### src/btc_map.vh
// register offsets, command fields, opcodes and reset values of the bit test/call/clear unit
`ifndef BTC_MAP_VH
`define BTC_MAP_VH
`define BTC_OFF_CMD 8'h00
`define BTC_OFF_WREG 8'h04
`define BTC_OFF_STATUS 8'h08
`define BTC_OFF_PC 8'h0C
`define BTC_OFF_TABLE_HIGH_POINTER 8'h10
`define BTC_OFF_SP 8'h14
`define BTC_OFF_FADDR 8'h18
`define BTC_OFF_FDATA 8'h1C
`define BTC_OFF_CYCLES 8'h20
`define BTC_OFF_TOS 8'h24
`define BTC_CMD_OP_LSB 0
`define BTC_CMD_OP_MSB 2
`define BTC_CMD_BIT_LSB 3
`define BTC_CMD_BIT_MSB 5
`define BTC_CMD_ADDR_LSB 6
`define BTC_CMD_ADDR_MSB 12
`define BTC_CMD_DEST 13
`define BTC_OP_NOP 3'h0
`define BTC_OP_SKIP_LOW 3'h1
`define BTC_OP_SKIP_HIGH 3'h2
`define BTC_OP_CALL 3'h3
`define BTC_OP_WIPE_WREG 3'h4
`define BTC_OP_WIPE_FILE 3'h5
`define BTC_OP_INVERT 3'h6
`define BTC_ST_ZERO 0
`define BTC_ST_SKIP 1
`define BTC_ST_BUSY 2
`define BTC_DEST_WREG 1'h0
`define BTC_TABLE_HIGH_POINTER_MSB 2
`define BTC_RST_FADDR 7'h00
`define BTC_RST_BYTE 8'h00
`define BTC_RST_PC 11'h000
`define BTC_RST_WORD 32'h00000000
`define BTC_ONE_PC 11'h001
`define BTC_ONE_CYC 32'h00000001
`endif

### src/btc_exec.v
// execution unit for bit-test skip, indirect call, clear and complement instructions
// How it works
// - skip_if_bit_low with tested bit zero discards next instruction; two cycles total.
// - skip_if_bit_high with tested bit one discards next instruction; two cycles total.
// - indirect_subroutine_call pushes program counter plus one onto stack top.
// - call loads pc from pointer low three bits and working register; two cycles.
// - wipe_working_register clears working register and sets zero flag, one cycle.
// - wipe_file_location clears addressed file byte and sets zero flag, one cycle.
// - invert_file_location inverts the file byte, updates zero flag, one cycle.
// - destination bit zero writes working register, one writes file byte back.
`timescale 1ns/100ps
`default_nettype none
`include "btc_map.vh"
module btc_exec #(
	parameter STACK_LOG2 = 3,
	parameter FILE_WORDS = 128
) (
	input wire SYS_CLK_I, // 20 MHz core clock
	input wire RST_N_I, // synchronous reset, active low
	input wire PSEL_I, // apb select
	input wire PENABLE_I, // apb access phase
	input wire PWRITE_I, // apb direction, high = write
	input wire [7:0] PADDR_I, // apb byte address
	input wire [31:0] PWDATA_I, // apb write data
	output reg [31:0] PRDATA_O, // apb read data, registered
	output wire PREADY_O, // apb ready
	output wire PSLVERR_O // apb error on unmapped address
);
	localparam ST_IDLE = 2'b01;
	localparam ST_CALL2 = 2'b10;
	reg [1:0] state_q;
	reg [1:0] state_d;
	reg hold_q;
	reg [7:0] wreg_q;
	reg zero_q;
	reg skip_q;
	reg [10:0] pc_q;
	reg [7:0] table_high_pointer_q;
	reg [6:0] faddr_q;
	reg [31:0] cycles_q;
	reg [7:0] file_mem [0:FILE_WORDS-1];
	wire [STACK_LOG2-1:0] sp;
	wire [10:0] tos;
	wire access = PSEL_I & PENABLE_I;
	wire addr_ok;
	wire done = access & PREADY_O;
	wire wr_go = done & PWRITE_I;
	wire cmd_go = wr_go & (PADDR_I == `BTC_OFF_CMD);
	wire [2:0] op = PWDATA_I[`BTC_CMD_OP_MSB:`BTC_CMD_OP_LSB];
	wire [2:0] bsel = PWDATA_I[`BTC_CMD_BIT_MSB:`BTC_CMD_BIT_LSB];
	wire [6:0] raddr = PWDATA_I[`BTC_CMD_ADDR_MSB:`BTC_CMD_ADDR_LSB];
	wire dest = PWDATA_I[`BTC_CMD_DEST];
	wire [7:0] rval = file_mem[raddr];
	wire [7:0] inv = ~rval;
	wire tbit = rval[bsel];
	// a command that lands while a skip is pending is the discarded prefetch
	wire live = cmd_go & ~skip_q;
	wire call_go = live & (op == `BTC_OP_CALL);
	reg [31:0] rd_mux;

	// registers cover the mapped words only; everything else answers with an error
	assign addr_ok = (PADDR_I == `BTC_OFF_CMD) | (PADDR_I == `BTC_OFF_WREG) |
		(PADDR_I == `BTC_OFF_STATUS) | (PADDR_I == `BTC_OFF_PC) |
		(PADDR_I == `BTC_OFF_TABLE_HIGH_POINTER) | (PADDR_I == `BTC_OFF_SP) |
		(PADDR_I == `BTC_OFF_FADDR) | (PADDR_I == `BTC_OFF_FDATA) |
		(PADDR_I == `BTC_OFF_CYCLES) | (PADDR_I == `BTC_OFF_TOS);
	// ready waits out the call's second cycle plus one so read data is fresh
	assign PREADY_O = access & (state_q == ST_IDLE) & ~hold_q;
	assign PSLVERR_O = PREADY_O & ~addr_ok;

	btc_stack #(
		.DEPTH_LOG2(STACK_LOG2),
		.WIDTH(11)
	) u_stack (
		.clk_i(SYS_CLK_I),
		.rst_n_i(RST_N_I),
		.push_i(call_go),
		.data_i(pc_q + `BTC_ONE_PC),
		.sp_o(sp),
		.tos_o(tos)
	);

	// read decode
	always @* begin
		rd_mux = `BTC_RST_WORD;
		if (PADDR_I == `BTC_OFF_WREG) begin
			rd_mux[7:0] = wreg_q;
		end else if (PADDR_I == `BTC_OFF_STATUS) begin
			rd_mux[`BTC_ST_ZERO] = zero_q;
			rd_mux[`BTC_ST_SKIP] = skip_q;
			rd_mux[`BTC_ST_BUSY] = (state_q != ST_IDLE);
		end else if (PADDR_I == `BTC_OFF_PC) begin
			rd_mux[10:0] = pc_q;
		end else if (PADDR_I == `BTC_OFF_TABLE_HIGH_POINTER) begin
			rd_mux[7:0] = table_high_pointer_q;
		end else if (PADDR_I == `BTC_OFF_SP) begin
			rd_mux[STACK_LOG2-1:0] = sp;
		end else if (PADDR_I == `BTC_OFF_FADDR) begin
			rd_mux[6:0] = faddr_q;
		end else if (PADDR_I == `BTC_OFF_FDATA) begin
			rd_mux[7:0] = file_mem[faddr_q];
		end else if (PADDR_I == `BTC_OFF_CYCLES) begin
			rd_mux = cycles_q;
		end else if (PADDR_I == `BTC_OFF_TOS) begin
			rd_mux[10:0] = tos;
		end else begin
			rd_mux = `BTC_RST_WORD;
		end
	end

	// sequencer: only the call needs a second cycle
	always @* begin
		state_d = state_q;
		case (state_q)
			ST_IDLE: begin
				if (call_go) begin
					state_d = ST_CALL2;
				end
			end
			ST_CALL2: begin
				state_d = ST_IDLE;
			end
			default: begin
				state_d = ST_IDLE;
			end
		endcase
	end

	// control and architectural state
	always @(posedge SYS_CLK_I) begin
		if (!RST_N_I) begin
			state_q <= ST_IDLE;
			hold_q <= 1'b0;
			wreg_q <= `BTC_RST_BYTE;
			zero_q <= 1'b0;
			skip_q <= 1'b0;
			pc_q <= `BTC_RST_PC;
			table_high_pointer_q <= `BTC_RST_BYTE;
			faddr_q <= `BTC_RST_FADDR;
			cycles_q <= `BTC_RST_WORD;
			PRDATA_O <= `BTC_RST_WORD;
		end else begin
			state_q <= state_d;
			hold_q <= (state_q == ST_CALL2);
			// sampled every cycle of a transfer except the completing one, which clears it, so the answer is a flop
			if (PSEL_I) begin
				PRDATA_O <= done ? `BTC_RST_WORD : rd_mux;
			end
			if (state_q == ST_CALL2) begin
				cycles_q <= cycles_q + `BTC_ONE_CYC;
				pc_q <= {table_high_pointer_q[`BTC_TABLE_HIGH_POINTER_MSB:0], wreg_q};
			end
			if (cmd_go) begin
				cycles_q <= cycles_q + `BTC_ONE_CYC;
				if (skip_q) begin
					// prefetched instruction replaced by a no-operation
					skip_q <= 1'b0;
					pc_q <= pc_q + `BTC_ONE_PC;
				end else begin
					if (op != `BTC_OP_CALL) begin
						pc_q <= pc_q + `BTC_ONE_PC;
					end
					case (op)
						`BTC_OP_SKIP_LOW: begin
							skip_q <= ~tbit;
						end
						`BTC_OP_SKIP_HIGH: begin
							skip_q <= tbit;
						end
						`BTC_OP_WIPE_WREG: begin
							wreg_q <= `BTC_RST_BYTE;
							zero_q <= 1'b1;
						end
						`BTC_OP_WIPE_FILE: begin
							zero_q <= 1'b1;
						end
						`BTC_OP_INVERT: begin
							zero_q <= (inv == `BTC_RST_BYTE);
							if (dest == `BTC_DEST_WREG) begin
								wreg_q <= inv;
							end
						end
						default: begin
							skip_q <= 1'b0;
						end
					endcase
				end
			end else if (wr_go) begin
				if (PADDR_I == `BTC_OFF_WREG) begin
					wreg_q <= PWDATA_I[7:0];
				end else if (PADDR_I == `BTC_OFF_STATUS) begin
					zero_q <= PWDATA_I[`BTC_ST_ZERO];
				end else if (PADDR_I == `BTC_OFF_PC) begin
					pc_q <= PWDATA_I[10:0];
				end else if (PADDR_I == `BTC_OFF_TABLE_HIGH_POINTER) begin
					table_high_pointer_q <= PWDATA_I[7:0];
				end else if (PADDR_I == `BTC_OFF_FADDR) begin
					faddr_q <= PWDATA_I[6:0];
				end
			end
		end
	end

	// file storage is data, left unreset; one writer for both paths
	always @(posedge SYS_CLK_I) begin
		if (live && (op == `BTC_OP_WIPE_FILE)) begin
			file_mem[raddr] <= `BTC_RST_BYTE;
		end else if (live && (op == `BTC_OP_INVERT) && (dest != `BTC_DEST_WREG)) begin
			file_mem[raddr] <= inv;
		end else if (wr_go && (PADDR_I == `BTC_OFF_FDATA)) begin
			file_mem[faddr_q] <= PWDATA_I[7:0];
		end
	end
endmodule
`default_nettype wire

### src/btc_stack.v
// hardware return stack: store at pointer, then advance pointer
`timescale 1ns/100ps
`default_nettype none
module btc_stack #(
	parameter DEPTH_LOG2 = 3,
	parameter WIDTH = 11
) (
	input wire clk_i, // core clock
	input wire rst_n_i, // synchronous reset, active low
	input wire push_i, // one-cycle push strobe
	input wire [WIDTH-1:0] data_i, // return address to store
	output wire [DEPTH_LOG2-1:0] sp_o, // current stack pointer
	output reg [WIDTH-1:0] tos_o // last value pushed
);
	reg [WIDTH-1:0] mem [0:(1<<DEPTH_LOG2)-1];
	reg [DEPTH_LOG2-1:0] sp_q;
	reg [DEPTH_LOG2-1:0] sp_d;
	assign sp_o = sp_q;
	// pointer wraps silently; overflow is the program's problem, as in the core
	always @* begin
		sp_d = sp_q;
		if (push_i) begin
			sp_d = sp_q + {{(DEPTH_LOG2-1){1'b0}}, 1'b1};
		end
	end
	// entry written at the old pointer, pointer moves on the same edge
	always @(posedge clk_i) begin
		if (!rst_n_i) begin
			sp_q <= {DEPTH_LOG2{1'b0}};
			tos_o <= {WIDTH{1'b0}};
		end else begin
			sp_q <= sp_d;
			if (push_i) begin
				mem[sp_q] <= data_i;
				tos_o <= data_i;
			end
		end
	end
endmodule
`default_nettype wire

### config.mk
export PLATFORM = sky130hd
export DESIGN_NAME = btc_exec
export DESIGN_NICKNAME = d
export VERILOG_FILES = /design/src/btc_exec.v /design/src/btc_stack.v
export VERILOG_INCLUDE_DIRS = /design/src
export SDC_FILE = /design/constraint.sdc
export NUM_CORES = 2
export LEC_CHECK = 0
export BUFFER_PORTS_ARGS = -buffer_cell sky130_fd_sc_hd__clkbuf_2
export CORE_UTILIZATION = 30
export CTS_CLUSTER_DIAMETER = 40
export DETAILED_ROUTE_END_ITERATION = 16
export SLEW_MARGIN = 5
export SYNTH_ARGS = -nofsm -noshare
export SYNTH_HDL_FRONTEND = slang
export SYNTH_SLANG_ARGS = --single-unit
### constraint.sdc
create_clock -name SYS_CLK_I -period 20.5 [get_ports SYS_CLK_I]
set_input_delay 4.1 -clock SYS_CLK_I [delete_from_list [all_inputs] [get_ports SYS_CLK_I]]
set_output_delay 4.1 -clock SYS_CLK_I [all_outputs]
set_load 0.005 [all_outputs]
==> flow_metrics.py <==
metrics = {
    "drt": {
        "viasPerCell": 5.70,
        "dr_wl_met2_mm": 76.8,
        "drtAntennaViolNets": 0,
        "drt-met1-wl_mm": 63.9,
        "drcViolationCount": 0,
        "num_vias": 31700,
        "route.final.wire_length_mm": 163,
        "drtPass1Iterations": 5,
        "drt_iter0_drc": 3956,
        "wl_per_cell_um": 29.2,
        "dr_wl_met3_mm": 15.3,
        "top_layer": "met5",
    },
    "placed_design": {
        "dp_slack_ns": 9.90,
        "io_buffers": 60,
        "dpl.hpwl_mm": 105,
        "gp_congestion": 0.912,
        "place_area_um2": 56500,
    },
    "clock_network": {
        "cts_buffers": 151,
        "cts_resized": 0,
        "post_cts_buffers": 0,
        "cts_root_buf": "clkbuf_16",
        "htreeDepth": 4,
        "cts.sinks": 1148,
        "ctsHoldBuffers": 0,
        "clkLatencyLatePin_ns": 0.80,
        "cts_tree": "done",
        "cts_buffer_depth": 3,
        "clk_pin_slew_worst_paths_ns": 0.06,
    },
    "final_layout": {
        "finish.net_count": 3142,
        "regArea_um2": 33200,
        "fin_area_um2": 61700,
        "syn_to_final_growth_pct": 14.7,
        "n_fill_cell": 16500,
        "multi_input_area_um2": 19400,
        "final_layout_size_suffix_gt1_share_pct": 30.3,
    },
    "yosys": {
        "postSynthAreaPerCell_um2": 17.7,
        "synth_cell_type_count": 73,
        "synth_edf_count": 1024,
        "syn_area_um2": 53700,
        "synth_nets": 3086,
        "synth-seq-area-share_pct": 61.8,
        "synth_flop_cell": "edfxtp_1",
        "async_reset_ff_share_pct": 0,
        "synthCells": 3038,
        "synth-seq-cells": 1148,
        "ys_warn_count": 0,
    },
    "timing": {
        "slew_headroom_pct": -2.12,
        "setup_violations": 0,
        "rsz0062_at_grt": "no",
        "finClkSkew_ns": 0.0430,
        "worstMarginPinSlew_ns": 1.51,
        "max_freq_mhz": 100,
        "slew_violations": 2,
        "fin_crit_ns": 9.97,
        "finalCritPeriodShare_pct": 48.6,
        "finalHoldViolCount": 0,
        "fin_ws_ns": 10.53,
        "fin_tns_setup_ns": 0,
    },
    "critical_path": {
        "critPathArrivalTime_ns": 5.87,
        "rr_worst_depth": 8,
        "end_kind": "output port",
        "crit_path_start_kind": "input pin",
        "cp_data_required_time_ns": 16.40,
        "path_class": "input pin to output port",
        "worstPathMaxFanout": 9,
    },
    "run_status": {
        "violations": "max-capacitance violations, max-slew violations",
        "outcome": "finished with violations",
    },
    "floorplan": {
        "die_area_um2": 181000,
        "io_pins": 79,
        "design.core.area_um2": 177000,
        "rows": 154,
        "die_y_um": 425,
        "start_util_pct": 30.3,
        "die_w_um": 425,
    },
    "power": {
        "p_leak_nw": 21.3,
        "ir_worst_vdd_v": 0.0000964,
        "p_total_mw": 5.34,
        "power.density_nw_per_um2": 86.5,
    },
    "worst_hold_path": {
        "hp-class": "flop to flop",
        "hold_path_depth": 2,
    },
    "global_route": {
        "grt_max_degree": 121,
        "grt_overflow_total": 0,
        "grt_first_pass_wirelength_mm": 233,
        "antenna_found_initial": 10,
        "grtUsageTotal_pct": 17.8,
        "grt_pass1_vias": 31500,
    },
    "run": {
        "maxCapViolCount": 1,
    },
}
layer usage:
metal,global-route usage [%],vias up
met3,3.85,306
met5,0,-
met4,7.36,8
met1,23.6,16800
li1,-,12900
met2,28.3,1724
cells by family (layout without fill, tap and decap cells):
group	Yosys count	count (layout)	share of synthesized area [%]
compound gates	372	372	4.90
other cells	0	3	0
fa+ha+maj	3	3	0.0699
mux	653	653	25.4
buf+inv	248	427	2.29
simple gates	575	575	4.90
xor+xnor	39	39	0.636
flops	1148	1148	61.8
layout make-up:
class	count	share of cell area [%]
inverter	26	0.160
timing repair buffer	125	1.40
clock inverter	106	1.87
tap	2340	4.75
clock buffer	170	6.43
antenna	3	0.0122
sequential	1148	53.9
multi-input combinational	1642	31.5
metrics by stage:
stage | utilization [%] | instances | hold slack, ns
6_report | 34.8 | 5560 | 0.464
4_1_cts | 34.8 | 5557 | 0.462
2_1_floorplan | - | 3038 | 0.436
3_5_place_dp | 31.9 | 5281 | 0.455
3_3_place_gp | 31.9 | 5281 | 0.451
5_1_grt | 34.8 | 5559 | 0.491
path summary, 6_finish.rpt:
kind | startpoint | end | slack [ns]
hold reg to reg | table_high_pointer_q[4] | table_high_pointer_q[4] | 0.46
hold / removal | table_high_pointer_q[4] | table_high_pointer_q[4] | 0.46
setup / recovery | PADDR_I[5] | PSLVERR_O | 10.53
setup reg to reg | state_q[0] | file_mem[57][3] | 14.54
report_power, final:
part           switching [mW]  total [mW]  internal, mW
combinational          0.0944       0.135        0.0407
sequential           0.000165        2.51          2.51
clock                    1.08        2.69          1.62
sequential cells by signal (all words and copies together), names as in the netlist, named ones only:
register              count
file_mem               1024
PRDATA_O                 32
cycles_q                 32
pc_q                     11
u_stack.tos_o            11
table_high_pointer_q      8
wreg_q                    8
faddr_q                   7
u_stack.sp_o              3
state_q                   2
hold_q                    1
skip_q                    1
zero_q                    1
cells in the final DEF, fill, tap and decap left out, types with 13 or more instances in the layout:
cell type   instances
a22o_1             22
inv_6              24
xor2_1             25
o22ai_1            24
dfxtp_1           120
nor2_1            262
nand3_1            57
clkinv_1           22
clkinv_2           17
a211oi_1           22
clkbuf_2           57
clkbuf_16         156
edfxtp_1         1024
nor3_1             19
nand2_1           111
a31oi_1            15
nand2b_1           15
a21oi_1            69
and3_1             17
a22oi_1           100
inv_1              22
bufinv_16          16
mux4_2            567
clkinvlp_4         14
xnor2_1            14
buf_4              62
clkbuf_1           13
o21ai_0            28
nor2b_1            20
mux2i_1            81
cell usage after synthesis (all sizes together), types with 4 or more instances:
cell	count	area share, %
o21ai	35	0.33
buf	107	1.3
clkbuf	115	0.80
nand4	8	0.093
nor3b	5	0.070
a22oi	100	1.4
nand2	111	0.78
nor2b	23	0.27
o221ai	4	0.065
inv	24	0.17
and3	17	0.20
a21o	6	0.084
mux2i	81	1.5
and2	10	0.12
edfxtp	1024	57
o22ai	26	0.30
o221a	9	0.19
a32oi	4	0.065
and4b	4	0.075
dfxtp	124	4.6
xor2	25	0.41
a2111oi	5	0.081
or3	7	0.081
a22o	23	0.37
nand3	57	0.53
a211oi	23	0.32
nor3	19	0.18
a221oi	5	0.081
or2	5	0.058
nand2b	15	0.17
a31oi	15	0.17
nor4	9	0.10
xnor2	14	0.23
o211ai	5	0.070
o31ai	4	0.056
a222oi	8	0.15
a21oi	69	0.64
nand3b	7	0.098
a221o	4	0.075
o22a	5	0.081
nor2	263	1.8
mux4	567	24
mux2	5	0.10
critical path, stage by stage:
cell and delay [ns]:
clkbuf_2 0.11, nor4b_1 0.64, and3_1 0.31, nand2_1 0.31, nand3_1 0.20, a31oi_1 0.07
clkbuf_2 0.12
Power figures use the tool's default switching activity.
